[src/frcc_pkg.sv]
/*
 Package for the free-running capture/compare timer: prescaler selects,
 edge modes, widths and reset values.
 Assumes nothing of its surroundings.
*/
package frcc_pkg;
	localparam int COUNT_W = 16;
	localparam int N_CAPTURE = 2;
	localparam int N_COMPARE = 4;
	localparam int PRESC_W = 6;
	// Prescale select codes: machine clock /4, /16, /32, /64
	typedef enum logic [1:0] {
		FRCC_DIV4,
		FRCC_DIV16,
		FRCC_DIV32,
		FRCC_DIV64
	} frcc_div_t;
	localparam logic [PRESC_W-1:0] DIV4_LAST = 6'h03;
	localparam logic [PRESC_W-1:0] DIV16_LAST = 6'h0F;
	localparam logic [PRESC_W-1:0] DIV32_LAST = 6'h1F;
	localparam logic [PRESC_W-1:0] DIV64_LAST = 6'h3F;
	// Capture edge select codes
	typedef enum logic [1:0] {
		FRCC_EDGE_NONE,
		FRCC_EDGE_RISE,
		FRCC_EDGE_FALL,
		FRCC_EDGE_BOTH
	} frcc_edge_t;
	localparam logic [COUNT_W-1:0] COUNT_RESET = 16'h0000;
	localparam logic [COUNT_W-1:0] COUNT_ALL_ONES = 16'hFFFF;
	localparam logic [PRESC_W-1:0] PRESC_RESET = 6'h00;
endpackage : frcc_pkg

[src/frcc_timer.sv]
/*
 Free-running 16-bit capture/compare timer: prescaled up counter shared by
 two edge-capture channels and four time-multiplexed compare channels.
 Assumes control bits come as plain synchronous ports from the CPU side and
 that the interrupt controller takes one-cycle request pulses.
 Assumes the capture pins are already synchronous to the machine clock; a
 pin that is high at reset release gives no false edge, since the previous
 level register follows the pin during reset.
 Assumes the transfer service logic takes a one-cycle request per capture.
 The compare scan visits each channel once per N_CMP cycles, so a compare
 value is only seen if the count holds it for at least N_CMP cycles; the
 slowest scan of four channels is met by every division from /4 upward, save the zero after a compare-0 clear, cut short by the running prescaler.
 A compare channel matches at most once per counter value; it is re-armed
 only when the counter takes a different value.
 Soft clear wins over every other counter action.
 The overflow request and the compare-0 request share one timer pulse.
*/
// Behaviour
// 16-bit up counter, clock /4 /16 /32 /64
// Overflow, or optional compare-0 match, raises interrupt
// Reset, soft clear, compare-0 match zero counter
// One counter feeds every channel
// Valid edge stores count, optionally interrupts
// Edge select: rising, falling or both
// Two capture pins, each own register
// Capture may request auto transfer service
// Two capture and four compare channels
// One shared comparator scans compare registers
// Output toggles on match or drives level bit
// Counter wraps all-ones to zero, keeps counting
`timescale 1ns/10ps
module frcc_timer #(
	parameter int N_CAP = frcc_pkg::N_CAPTURE,
	parameter int N_CMP = frcc_pkg::N_COMPARE
) (
	input  wire logic                                  i_sys_clk,
	input  wire logic                                  i_rst,
	input  wire logic [1:0]                            i_div_sel,
	input  wire logic                                  i_soft_clear,
	input  wire logic                                  i_match0_clear_en,
	input  wire logic                                  i_ovf_irq_en,
	input  wire logic                                  i_match0_irq_en,
	input  wire logic [N_CAP-1:0]                      i_capture_pin,
	input  wire logic [N_CAP*2-1:0]                    i_edge_sel,
	input  wire logic [N_CAP-1:0]                      i_cap_irq_en,
	input  wire logic [N_CAP-1:0]                      i_cap_xfer_en,
	input  wire logic [N_CMP*frcc_pkg::COUNT_W-1:0]    i_compare_value,
	input  wire logic [N_CMP-1:0]                      i_cmp_irq_en,
	input  wire logic [N_CMP-1:0]                      i_toggle_mode,
	input  wire logic [N_CMP-1:0]                      i_direct_output_level_bit,
	output logic      [frcc_pkg::COUNT_W-1:0]          o_count,
	output logic                                       o_timer_irq,
	output logic [N_CAP*frcc_pkg::COUNT_W-1:0]         o_captured_count_register,
	output logic      [N_CAP-1:0]                      o_cap_irq,
	output logic      [N_CAP-1:0]                      o_auto_transfer_service,
	output logic      [N_CMP-1:0]                      o_cmp_irq,
	output logic      [N_CMP-1:0]                      o_wave_out
);
	localparam int CW = frcc_pkg::COUNT_W;
	localparam int SEL_W = (N_CMP > 1) ? $clog2(N_CMP) : 1;

	// Elaboration check on channel counts
	if (N_CAP != 2 || N_CMP < 1 || N_CMP > 4) begin : g_bad_param
		$error("frcc_timer: two capture and one to four compare channels");
	end

	// Prescaler must hold the slowest terminal count
	if (frcc_pkg::PRESC_W < 6) begin : g_bad_presc
		$error("frcc_timer: prescaler too narrow for the slowest division");
	end

	// Counter must be wide enough to be a useful time base
	if (CW < 2) begin : g_bad_count
		$error("frcc_timer: counter width too small");
	end

	////////////////////////////////////////////////////////////////////////////
	// Prescaler and free-running counter
	logic [frcc_pkg::PRESC_W-1:0] presc;
	logic [frcc_pkg::PRESC_W-1:0] presc_last;
	logic [frcc_pkg::PRESC_W-1:0] next_presc;
	logic [CW-1:0]                next_count;
	logic                         next_timer_irq;
	logic                         tick;
	logic                         clear_req;
	logic                         count_moves;
	logic                         match0_hit;
	logic                         overflow;

	// Terminal count for the chosen division
	always_comb begin
		unique case (frcc_pkg::frcc_div_t'(i_div_sel))
			frcc_pkg::FRCC_DIV4:  presc_last = frcc_pkg::DIV4_LAST;
			frcc_pkg::FRCC_DIV16: presc_last = frcc_pkg::DIV16_LAST;
			frcc_pkg::FRCC_DIV32: presc_last = frcc_pkg::DIV32_LAST;
			frcc_pkg::FRCC_DIV64: presc_last = frcc_pkg::DIV64_LAST;
		endcase
	end
	// Step strobe; also fires at once if a slower division left the prescaler at or past the new terminal count
	assign tick = (presc >= presc_last);
	assign overflow = tick && (o_count == frcc_pkg::COUNT_ALL_ONES);

	// Counter clear sources
	assign clear_req = i_soft_clear || (match0_hit && i_match0_clear_en);

	// Counter takes a new value at this edge
	assign count_moves = (next_count != o_count);

	// Next prescaler value
	always_comb begin
		if (i_soft_clear || tick) begin
			next_presc = frcc_pkg::PRESC_RESET;
		end else begin
			next_presc = presc + 1'b1;
		end
	end

	// Prescaler divides the machine clock
	always_ff @(posedge i_sys_clk) begin
		if (i_rst) begin
			presc <= frcc_pkg::PRESC_RESET;
		end else begin
			presc <= next_presc;
		end
	end

	// Next count: clear first, then the prescaled step
	always_comb begin
		if (clear_req) begin
			next_count = frcc_pkg::COUNT_RESET;
		end else if (tick) begin
			next_count = o_count + 1'b1;
		end else begin
			next_count = o_count;
		end
	end

	// Counter register, wraps naturally on overflow
	always_ff @(posedge i_sys_clk) begin
		if (i_rst) begin
			o_count <= frcc_pkg::COUNT_RESET;
		end else begin
			o_count <= next_count;
		end
	end

	// Timer request from overflow or compare-0 match
	always_comb begin
		next_timer_irq = 1'b0;
		if (overflow && i_ovf_irq_en) begin
			next_timer_irq = 1'b1;
		end
		if (match0_hit && i_match0_irq_en) begin
			next_timer_irq = 1'b1;
		end
	end

	// Timer interrupt pulse
	always_ff @(posedge i_sys_clk) begin
		if (i_rst) begin
			o_timer_irq <= 1'b0;
		end else begin
			o_timer_irq <= next_timer_irq;
		end
	end

	////////////////////////////////////////////////////////////////////////////
	// Edge capture unit
	logic [N_CAP-1:0] pin_prev;

	// Previous pin level; tracks the pin in reset so no false edge follows
	always_ff @(posedge i_sys_clk) begin
		pin_prev <= i_capture_pin;
	end

	for (genvar c = 0; c < N_CAP; c++) begin : g_cap
		logic                 rise;
		logic                 fall;
		logic                 hit;
		logic [CW-1:0]        cap_value;
		logic                 cap_irq;
		logic                 cap_xfer;
		frcc_pkg::frcc_edge_t mode;

		// Mode and raw edges of this pin
		assign mode = frcc_pkg::frcc_edge_t'(i_edge_sel[c*2 +: 2]);
		assign rise = i_capture_pin[c] && !pin_prev[c];
		assign fall = !i_capture_pin[c] && pin_prev[c];
		// Edge qualification per mode
		always_comb begin
			unique case (mode)
				frcc_pkg::FRCC_EDGE_NONE: hit = 1'b0;
				frcc_pkg::FRCC_EDGE_RISE: hit = rise;
				frcc_pkg::FRCC_EDGE_FALL: hit = fall;
				frcc_pkg::FRCC_EDGE_BOTH: hit = rise || fall;
			endcase
		end
		// Latch the shared count, held until the next valid edge
		always_ff @(posedge i_sys_clk) begin
			if (i_rst) begin
				cap_value <= frcc_pkg::COUNT_RESET;
			end else if (hit) begin
				cap_value <= o_count;
			end
		end

		// Interrupt and transfer requests, same edge as the latch
		always_ff @(posedge i_sys_clk) begin
			if (i_rst) begin
				cap_irq  <= 1'b0;
				cap_xfer <= 1'b0;
			end else begin
				cap_irq  <= hit && i_cap_irq_en[c];
				cap_xfer <= hit && i_cap_xfer_en[c];
			end
		end

		// Channel slices of the output ports
		assign o_captured_count_register[c*CW +: CW] = cap_value;
		assign o_cap_irq[c]                          = cap_irq;
		assign o_auto_transfer_service[c]            = cap_xfer;
	end

	////////////////////////////////////////////////////////////////////////////
	// Match compare unit: one comparator visits each channel in turn
	logic [SEL_W-1:0] scan;
	logic [SEL_W-1:0] next_scan;
	logic [CW-1:0]    scan_value;
	logic             scan_eq;
	logic [N_CMP-1:0] matched;

	// Next channel in round-robin order
	always_comb begin
		if (scan == SEL_W'(N_CMP - 1)) begin
			next_scan = '0;
		end else begin
			next_scan = scan + 1'b1;
		end
	end

	// Round-robin channel pointer
	always_ff @(posedge i_sys_clk) begin
		if (i_rst) begin
			scan <= '0;
		end else begin
			scan <= next_scan;
		end
	end

	// The single comparator
	assign scan_value = i_compare_value[scan*CW +: CW];
	assign scan_eq = (scan_value == o_count);

	// One match per counter value per channel
	for (genvar k = 0; k < N_CMP; k++) begin : g_cmp
		logic armed;
		logic hit;
		logic irq;
		logic wave;

		// Hit on this channel's turn, if not yet used at this value
		assign hit = scan_eq && (scan == SEL_W'(k)) && armed;
		assign matched[k] = hit;

		// Re-armed whenever the counter takes a new value
		always_ff @(posedge i_sys_clk) begin
			if (i_rst) begin
				armed <= 1'b1;
			end else if (count_moves) begin
				armed <= 1'b1;
			end else if (hit) begin
				armed <= 1'b0;
			end
		end

		// Match request, one cycle
		always_ff @(posedge i_sys_clk) begin
			if (i_rst) begin
				irq <= 1'b0;
			end else begin
				irq <= hit && i_cmp_irq_en[k];
			end
		end

		// Waveform pin: toggle on match or follow the level bit
		always_ff @(posedge i_sys_clk) begin
			if (i_rst) begin
				wave <= 1'b0;
			end else if (!i_toggle_mode[k]) begin
				wave <= i_direct_output_level_bit[k];
			end else if (hit) begin
				wave <= !wave;
			end
		end

		// Channel bits of the output ports
		assign o_cmp_irq[k]  = irq;
		assign o_wave_out[k] = wave;
	end

	// Channel 0 also drives the counter clear and timer request
	assign match0_hit = matched[0];
endmodule : frcc_timer

[config.mk]
export PLATFORM = sky130hd
export DESIGN_NAME = frcc_timer
export DESIGN_NICKNAME = d
export VERILOG_FILES = /design/src/frcc_pkg.sv /design/src/frcc_timer.sv
export SDC_FILE = /design/constraint.sdc
export NUM_CORES = 1
export LEC_CHECK = 0
export BUFFER_PORTS_ARGS = -buffer_cell sky130_fd_sc_hd__buf_4
export CAP_MARGIN = 20
export CORE_ASPECT_RATIO = 1.25
export CORE_MARGIN = 2
export CORE_UTILIZATION = 44
export CTS_BUF_LIST = sky130_fd_sc_hd__clkbuf_16
export CTS_CLUSTER_SIZE = 20
export DETAILED_ROUTE_END_ITERATION = 6
export GPL_ROUTABILITY_DRIVEN = 1
export PLACE_DENSITY = 0.87
export SYNTH_ARGS = -nofsm -noshare
export SYNTH_HDL_FRONTEND = slang
export SYNTH_SLANG_ARGS = --single-unit
[constraint.sdc]
create_clock -name i_sys_clk -period 2.4 [get_ports i_sys_clk]
set_input_delay 0.12 -clock i_sys_clk [delete_from_list [all_inputs] [get_ports i_sys_clk]]
set_output_delay 0.12 -clock i_sys_clk [all_outputs]
set_load 0.01 [all_outputs]
==> impl_results.rst, run 1 <==
.. list-table::
   :header-rows: 1

   * - Metric
     - Value
   * - Max Clock Skew
     - 0.005349 ns
   * - Max Used Layer
     - met4
   * - Half-perimeter wire length after placement
     - 8.068 mm
   * - Shortest clock period the worst path allows after layout
     - 2.489 ns
   * - Class of the most critical setup path
     - reg -> reg
   * - Failing checks
     - negative setup slack
   * - Instance count after placement with tap cells included
     - 643
   * - Most used DFF post-synth
     - sky130_fd_sc_hd__dfxtp_1
   * - Path type of the worst min-delay path
     - in -> reg
   * - Buffers added on ports
     - 154
   * - Cell area after synthesis
     - 3904 um^2
   * - Internal Dissipation
     - 2458 uW
   * - Setup slack of the critical path after layout
     - -0.08891 ns
   * - Cell count after synthesis
     - 395
   * - Floorplan die height
     - 109.3 um
   * - TritonCTS clock tree
     - built
   * - Core Footprint
     - 8653 um^2
   * - Overall die area
     - 9646 um^2
   * - Number of setup violations in the final report
     - 7
   * - Combinational family with the most area after synthesis
     - multiplexers
   * - Via count of the first global-routing pass
     - 3563
   * - NetSw
     - 689.2 uW
   * - Antenna violations before repair
     - 0
   * - Worst-margin pin slew
     - 0.5431 ns
   * - Part of the power in the clock network
     - 44.0%
   * - Die Span X
     - 88.25 um
   * - Share of synthesized area spent on multiplexers
     - 19.65%
   * - Non-filler instance count after layout
     - 666
   * - Clock latency on the worst-skew pair
     - 0.33 ns
   * - Pwr dens
     - 569.4 nW/um^2
   * - Async set-reset flop share out of synthesis
     - 0%
   * - Standard-cell rows
     - 38
   * - Total clock buffers created by CTS
     - 9
   * - Met2 WL
     - 6.078 mm
   * - Maximum fanout along the worst path
     - 7
   * - Count of antenna-violating nets left after detailed routing
     - 0
   * - Diode insertion count for antenna repair
     - 0
   * - Startpoint Class
     - register
   * - Result of the run
     - finished with violations
   * - Worst-case headroom to the max-slew limit
     - 63.74%
   * - Register area share after synthesis
     - 38.46%
   * - Total routing resource utilization after global routing
     - 22.78%
   * - Post-CTS setup repair buffer count
     - 0
   * - MaxCap Viol Count
     - 0
   * - Leading cell types in the layout, fill and taps excluded
     - sky130_fd_sc_hd__buf_4 (165), sky130_fd_sc_hd__dfxtp_1 (74), sky130_fd_sc_hd__nor2_1 (67)
   * - Met1 Wirelength
     - 3.952 mm
   * - Cell types occupying the most area after synthesis
     - sky130_fd_sc_hd__dfxtp_1 (38%), sky130_fd_sc_hd__mux4_1 (10%), sky130_fd_sc_hd__mux2i_1 (9.0%)
   * - Post-synthesis xor/xnor area fraction
     - 8.750%
   * - Adder and majority gate portion of the synthesized area
     - 4.487%
   * - Area added between synthesis and finish
     - 41.57%
   * - Seq cells post-synth
     - 75
   * - Met3 WL post-DR
     - 641 um
   * - Basic-gate share of the synthesized area counting and, or, nand and nor cells
     - 17.53%
   * - Remaining Overflow, GRT
     - 0
   * - Syn Area/Cell
     - 9.883 um^2
   * - Setup repair after global routing missed its margin
     - yes
   * - Combinational share of power
     - 15.5%
   * - Sum of routed wire length over all layers
     - 10.86 mm
   * - Most common library cell in the layout ignoring fill and taps
     - sky130_fd_sc_hd__buf_4
   * - Net count after synthesis
     - 503
   * - Ratio of final minimum period to clock period
     - 103.7%
   * - Layout cells sized above 1
     - 39.38%
   * - Fin nets
     - 649
   * - Arr. time, crit path
     - 2.75 ns
   * - Number of enable flip-flop cells after synthesis
     - 0
   * - Number of vias in the routed layout
     - 3498
   * - Max frequency
     - 401.8 MHz
   * - Final max-slew violation count
     - 0
   * - Vias per cell
     - 5.252
   * - Endpoint kind of the worst setup timing path
     - register
   * - Maximum number of pins on one net before global-route repair
     - 51
   * - Max H-tree Level
     - 3
   * - Clock slew at reported path FFs
     - 0.06 ns
   * - Count of different cell masters after synthesis
     - 43
   * - First-pass GRT wire length
     - 16.82 mm
   * - Total negative slack
     - -0.4370 ns
   * - Worst-case clock buffer depth
     - 2
   * - Required @ worst endpoint
     - 2.66 ns
   * - DRT iter0 DRCs
     - 255
   * - Root buffer cell
     - sky130_fd_sc_hd__clkbuf_16
   * - I/O pin total
     - 155
   * - Clock Sink Count
     - 75
   * - Cell type contributing the most total cell area after synthesis
     - sky130_fd_sc_hd__dfxtp_1
   * - Initial core utilization
     - 45.11%
   * - Complex-gate fraction of the synthesized area
     - 4.103%
   * - Worst supply voltage drop on vdd
     - 0.0002930 V
   * - Per-cell routed wire length
     - 16.31 um
   * - Switching power share of the total
     - 21.90%
   * - Router iterations before antenna repair
     - 6
   * - Warnings from Yosys
     - 0
   * - Global placement routability congestion
     - 0.8528
   * - # DRC
     - 0
   * - Fraction of post-synthesis cell area in the top cell type by area
     - 38.46%
   * - Lkg Pwr
     - 0.002454 uW
   * - Relative contribution of sequential cells to total power
     - 40.5%
   * - Hold Vio Cnt, Final
     - 0
[metal layers]
| layer | vias to the layer above | track usage [%] |
|---|---|---|
| li1 | 1636 | - |
| met1 | 1690 | 24.63 |
| met2 | 153 | 42.91 |
| met3 | 19 | 4.129 |
| met4 | 0 | 9.199 |
| met5 | - | 0 |
[area by class of cell]
class	count	area (um^2)
fill	700	3127
multi-input combinational	266	2105
sequential	75	1505
timing repair buffer	178	1415
clock buffer	9	225.2
tap	120	150.1
clock inverter	7	85.08
inverter	11	41.29
[power groups by stage]
stage	sequential (uW)	clock [uW]	combinational [uW]
floorplan	1300	0	276
global placement	1300	0	436
detailed placement	1300	0	451
CTS	1270	1410	482
global route	1270	1460	524
finish	1270	1390	487
[worst max-delay path, cell delays in order (launching register included)]
cell	delay, ns
sky130_fd_sc_hd__dfxtp_4	0.40
sky130_fd_sc_hd__buf_12	0.13
sky130_fd_sc_hd__mux4_2	0.50
sky130_fd_sc_hd__xnor2_1	0.18
sky130_fd_sc_hd__nand4_1	0.16
sky130_fd_sc_hd__nor4_4	0.31
sky130_fd_sc_hd__buf_6	0.17
sky130_fd_sc_hd__nand2_2	0.06
sky130_fd_sc_hd__a221o_1	0.40
sky130_fd_sc_hd__nand3_1	0.12
[cell usage after synthesis, types with 2 or more instances]
master,count
sky130_fd_sc_hd__nor3b_1,4
sky130_fd_sc_hd__dfxtp_1,75
sky130_fd_sc_hd__and4_1,3
sky130_fd_sc_hd__a211oi_1,4
sky130_fd_sc_hd__a21oi_1,4
sky130_fd_sc_hd__nor4_1,3
sky130_fd_sc_hd__nand4_1,9
sky130_fd_sc_hd__mux2i_1,35
sky130_fd_sc_hd__nor2_1,67
sky130_fd_sc_hd__nor3_1,3
sky130_fd_sc_hd__ha_1,14
sky130_fd_sc_hd__o21ai_0,6
sky130_fd_sc_hd__and3_1,5
sky130_fd_sc_hd__or3_1,2
sky130_fd_sc_hd__xor2_1,10
sky130_fd_sc_hd__nand3_1,13
sky130_fd_sc_hd__inv_1,11
sky130_fd_sc_hd__buf_1,5
sky130_fd_sc_hd__clkbuf_1,22
sky130_fd_sc_hd__mux4_1,15
sky130_fd_sc_hd__and3b_1,5
sky130_fd_sc_hd__nand2_1,19
sky130_fd_sc_hd__buf_2,2
sky130_fd_sc_hd__buf_4,12
sky130_fd_sc_hd__xnor2_1,29
[logic make-up (layout without fill, tap and decap cells)]
kind of cell | after synthesis | in the layout
AND/OR/NAND/NOR | 139 | 139
flip-flops | 75 | 75
buffers and inverters | 54 | 205
multiplexers | 51 | 51
XOR/XNOR | 39 | 39
AO/OA/AOI/OAI | 23 | 23
adder cells (fa/ha/maj) | 14 | 14
[timing repair]
action,4_1_cts,5_1_grt
setup endpoints to repair,8,28
cloned,1,0
resized for setup,16,7
pin swaps,7,7
hold buffers,6,0
hold endpoints to repair,6,0
[path summary, 6_finish.rpt]
kind / to / depth (start not counted) / startpoint / slack (ns)
max: g_cmp[1].armed / 9 / scan[0] / -0.09
min: g_cap[1].cap_irq / 2 / i_cap_irq_en[1] / 0.04
max reg2reg: g_cmp[1].armed / 9 / scan[0] / -0.09
min reg2reg: presc[0] / 1 / presc[0] / 0.45
[sequential cells by signal (all words and copies together) (netlist names)]
register	flops
g_cap.cap_irq	2
g_cap.cap_value	32
g_cap.cap_xfer	2
g_cmp.armed	4
g_cmp.irq	4
g_cmp.wave	4
o_count	16
o_timer_irq	1
pin_prev	2
presc	6
scan	2
[stage by stage]
| step | worst slack (ns) | util [%] | total power (uW) | instance area, um^2 | hold WS [ns] |
|---|---|---|---|---|---|
| 2_1_floorplan | 0.006873 | - | 1571 | 3894 | 0.1477 |
| 3_3_place_gp | -0.003160 | 59.21 | 1733 | 5124 | 0.2433 |
| 3_5_place_dp | -0.09795 | 59.21 | 1749 | 5124 | 0.2501 |
| 4_1_cts | -0.1055 | 63.49 | 3168 | 5494 | 0.02801 |
| 5_1_grt | -0.1807 | 63.87 | 3261 | 5527 | 0.03392 |
| 6_report | -0.08891 | 63.87 | 3147 | 5527 | 0.03617 |
Power figures use the tool's default switching activity.
==> run 2: changes to the inputs <==
CORE_ASPECT_RATIO = 0.75   (was 1.25)
RECOVER_POWER = 50   (was unset)
==> run 2 against run 1 <==
Net effect: the run still ends with negative setup slack left; global-route usage decreased by 0.16 points; final cell count decreased by 1.7%; cell area decreased by 4.0%; sequential share of layout area increased by 1.1 points; sequential power about the same; first-iteration DRC count decreased by 5.1%; clock power decreased by 7%.
==> impl_results.rst, run 2 (synthesized netlist as in run 1, its figures left out) <==
.. list-table::
   :header-rows: 1

   * - Metric
     - Value
   * - Internal Dissipation
     - 2333 uW (-5.1%)
   * - Diode insertion count for antenna repair
     - 0 (unchanged)
   * - Path type of the worst min-delay path
     - in -> reg
   * - Number of vias in the routed layout
     - 3499 (+0.029%)
   * - Vias per cell
     - 5.342 (+1.7%)
   * - Setup repair after global routing missed its margin
     - yes
   * - Relative contribution of sequential cells to total power
     - 41.9% (+1.4 points)
   * - Cells traversed along the worst timing path
     - buf_12 -> mux4_2 -> xnor2_2 -> nand4_1 -> nor4_4 -> buf_6 -> nand2_4 -> a221o_1 -> nand3_1
   * - Buffers added on ports
     - 154 (unchanged)
   * - Hold EP
     - g_cap[1].cap_xfer
   * - TritonCTS clock tree
     - built
   * - Global placement routability congestion
     - 0.8850 (+3.8%)
   * - Class of the most critical setup path
     - reg -> reg
   * - Part of the power in the clock network
     - 42.5% (-1.5 points)
   * - Core Footprint
     - 8527 um^2 (-1.5%)
   * - Half-perimeter wire length after placement
     - 8.145 mm (+0.96%)
   * - Startpoint Class
     - register
   * - Area added between synthesis and finish
     - 35.93%
   * - Pwr dens
     - 571.8 nW/um^2 (+0.43%)
   * - Floorplan die height
     - 85.57 um (-22%)
   * - Final-layout worst hold slack
     - 0.03362 ns (-0.002552 ns)
   * - Layout cells sized above 1
     - 28.88% (-10 points)
   * - Post-CTS setup repair buffer count
     - 0 (unchanged)
   * - Worst supply voltage drop on vdd
     - 0.0004643 V (+58%)
   * - Remaining Overflow, GRT
     - 0 (unchanged)
   * - Slowest stage cell, crit path
     - sky130_fd_sc_hd__mux4_2
   * - Length in cells of the worst reg-to-reg path
     - 9 (unchanged)
   * - Non-filler instance count after layout
     - 655 (-1.7%)
   * - NetSw
     - 701.7 uW (+1.8%)
   * - Maximum fanout along the worst path
     - 8 (+1)
   * - Result of the run
     - finished with violations
   * - Via count of the first global-routing pass
     - 3546 (-0.48%)
   * - MaxCap Viol Count
     - 0 (unchanged)
   * - Antenna violations before repair
     - 0 (unchanged)
   * - Clock Sink Count
     - 75 (unchanged)
   * - Number of setup violations in the final report
     - 8 (+1)
   * - Failing checks
     - negative setup slack
   * - Instance count after placement with tap cells included
     - 633 (-1.6%)
   * - Endpoint kind of the worst setup timing path
     - register
   * - Reg2reg setup slack
     - -0.1 ns (about the same)
   * - Clock slew at reported path FFs
     - 0.06 ns (about the same)
   * - Fin nets
     - 650 (+0.15%)
   * - DRT iter0 DRCs
     - 242 (-5.1%)
   * - Final max-slew violation count
     - 0 (unchanged)
   * - Initial core utilization
     - 45.78% (+0.67 points)
   * - Die Span X
     - 112.8 um (+28%)
   * - Max Clock Skew
     - 0.004609 ns (-0.0007400 ns)
   * - I/O pin total
     - 155 (unchanged)
   * - Ratio of final minimum period to clock period
     - 104.0% (+0.30 points)
   * - Worst-case headroom to the max-slew limit
     - 61.46% (-2.3 points)
   * - Hold path cells
     - 2 (unchanged)
   * - Fill cells
     - 719 (+2.7%)
   * - Hold Startpoint
     - i_cap_xfer_en[1]
   * - Per-cell routed wire length
     - 16.92 um (+3.7%)
   * - Peak per-stage delay on the critical path
     - 0.55 ns (+0.05 ns)
   * - Router iterations before antenna repair
     - 5 (-1)
   * - # DRC
     - 0 (unchanged)
   * - Worst-case clock buffer depth
     - 2 (unchanged)
   * - First-pass GRT wire length
     - 17.08 mm (+1.6%)
   * - Overall die area
     - 9649 um^2 (about the same)
   * - Required @ worst endpoint
     - 2.67 ns (about the same)
   * - Max frequency
     - 400.6 MHz (-0.29%)
   * - Total clock buffers created by CTS
     - 9 (unchanged)
   * - Standard-cell rows
     - 29 (-24%)
   * - Number of flip-flops in the largest register
     - 32 (unchanged)
   * - Sum of routed wire length over all layers
     - 11.08 mm (+2.0%)
   * - Switching power share of the total
     - 23.12% (+1.2 points)
   * - Clock latency on the worst-skew pair
     - 0.33 ns (about the same)
   * - Total power
     - 3034 uW (-3.6%)
   * - Most common library cell in the layout ignoring fill and taps
     - sky130_fd_sc_hd__buf_4
   * - Regs by FF count
     - g_cap.cap_value (32), o_count (16), presc (6)
   * - RR Startpoint
     - scan[0]
   * - Total routing resource utilization after global routing
     - 22.62% (-0.16 points)
   * - Leading cell types in the layout, fill and taps excluded
     - sky130_fd_sc_hd__buf_4 (114), sky130_fd_sc_hd__dfxtp_1 (74), sky130_fd_sc_hd__nor2_1 (67)
   * - Lkg Pwr
     - 0.002249 uW (-8.4%)
   * - Maximum number of pins on one net before global-route repair
     - 51 (unchanged)
   * - Root buffer cell
     - sky130_fd_sc_hd__clkbuf_16
   * - Count of antenna-violating nets left after detailed routing
     - 0 (unchanged)
   * - Max H-tree Level
     - 3 (unchanged)
   * - Arr. time, crit path
     - 2.76 ns (about the same)
   * - Setup slack of the critical path after layout
     - -0.09619 ns (-0.007279 ns)
   * - Shortest clock period the worst path allows after layout
     - 2.496 ns (+0.007279 ns)
   * - Combinational share of power
     - 15.6% (about the same)
   * - Capture point of the worst reg-to-reg path
     - g_cmp[0].armed
   * - Worst-margin pin slew
     - 0.5782 ns (+0.03504 ns)
   * - Hold Vio Cnt, Final
     - 0 (unchanged)
   * - Largest reg by FF count
     - g_cap.cap_value
## run 2: repair_timing
action / CTS / global route
pin swaps: 8 / 8
gates cloned: 0 / 0
endpoints found under the hold margin: 6 / 0
gates resized for setup: 7 / 10
hold buffers: 6 / 0
setup endpoints to repair: 9 / 28
## run 2: power by group through the flow
| stage | sequential (uW) | combinational, uW | clock [uW] |
|---|---|---|---|
| after floorplan | 1300 | 276 | 0 |
| after global placement | 1300 | 440 | 0 |
| after detailed placement | 1300 | 456 | 0 |
| after CTS | 1270 | 471 | 1320 |
| after global routing | 1270 | 510 | 1380 |
| final | 1270 | 473 | 1290 |
## run 2: layout make-up
class                           instances  area, um^2  share of cell area (%)
Timing Repair Buffer                  179        1200                   22.61
Clock inverter                          7       60.06                   1.132
Inverter                               11       41.29                  0.7781
Tap cell                              108       135.1                   2.547
Sequential cell                        75        1505                   28.37
Multi-Input combinational cell        266        2140                   40.32
Clock buffer                            9       225.2                   4.244
## run 2: metal layers
layer	vias up	global-route usage (%)	wire length, um	part of all wire (%)
met5	-	0	0	0
met4	0	9.313	216	1.9
met3	22	7.633	943	8.5
met2	172	36.85	5292	48
met1	1660	27.73	4630	42
li1	1645	-	-	-
## run 2: worst max-delay path, delay by kind of cell, from the launching register on
family          cells  cell delay (ns)
compound gates      1             0.37
xor+xnor            1             0.17
buf+inv             2             0.31
flops               1             0.37
mux                 1             0.55
simple gates        4             0.67
## run 2: stage by stage
| stage | setup WS, ns | util, % | area (um^2) | setup TNS, ns |
|---|---|---|---|---|
| 2_1_floorplan | 0.006873 | - | 3894 | 0 |
| 3_3_place_gp | -0.02529 | 60.09 | 5124 | -0.1170 |
| 3_5_place_dp | -0.1168 | 60.09 | 5124 | -0.7666 |
| 4_1_cts | -0.08316 | 64.12 | 5468 | -0.4916 |
| 5_1_grt | -0.1861 | 62.23 | 5306 | -2.753 |
| 6_report | -0.09619 | 62.23 | 5306 | -0.4808 |
## run 2: worst max path at each step
stage                     startpoint              to  cells past startpoint
after global routing         scan[0]  g_cmp[1].armed                      9
after detailed placement     scan[0]   g_cmp[1].wave                      9
final                        scan[0]  g_cmp[0].armed                      9
after global placement       scan[0]   g_cmp[3].wave                      9
after floorplan              scan[1]   g_cmp[3].wave                      9
after CTS                    scan[0]   g_cmp[1].wave                      9
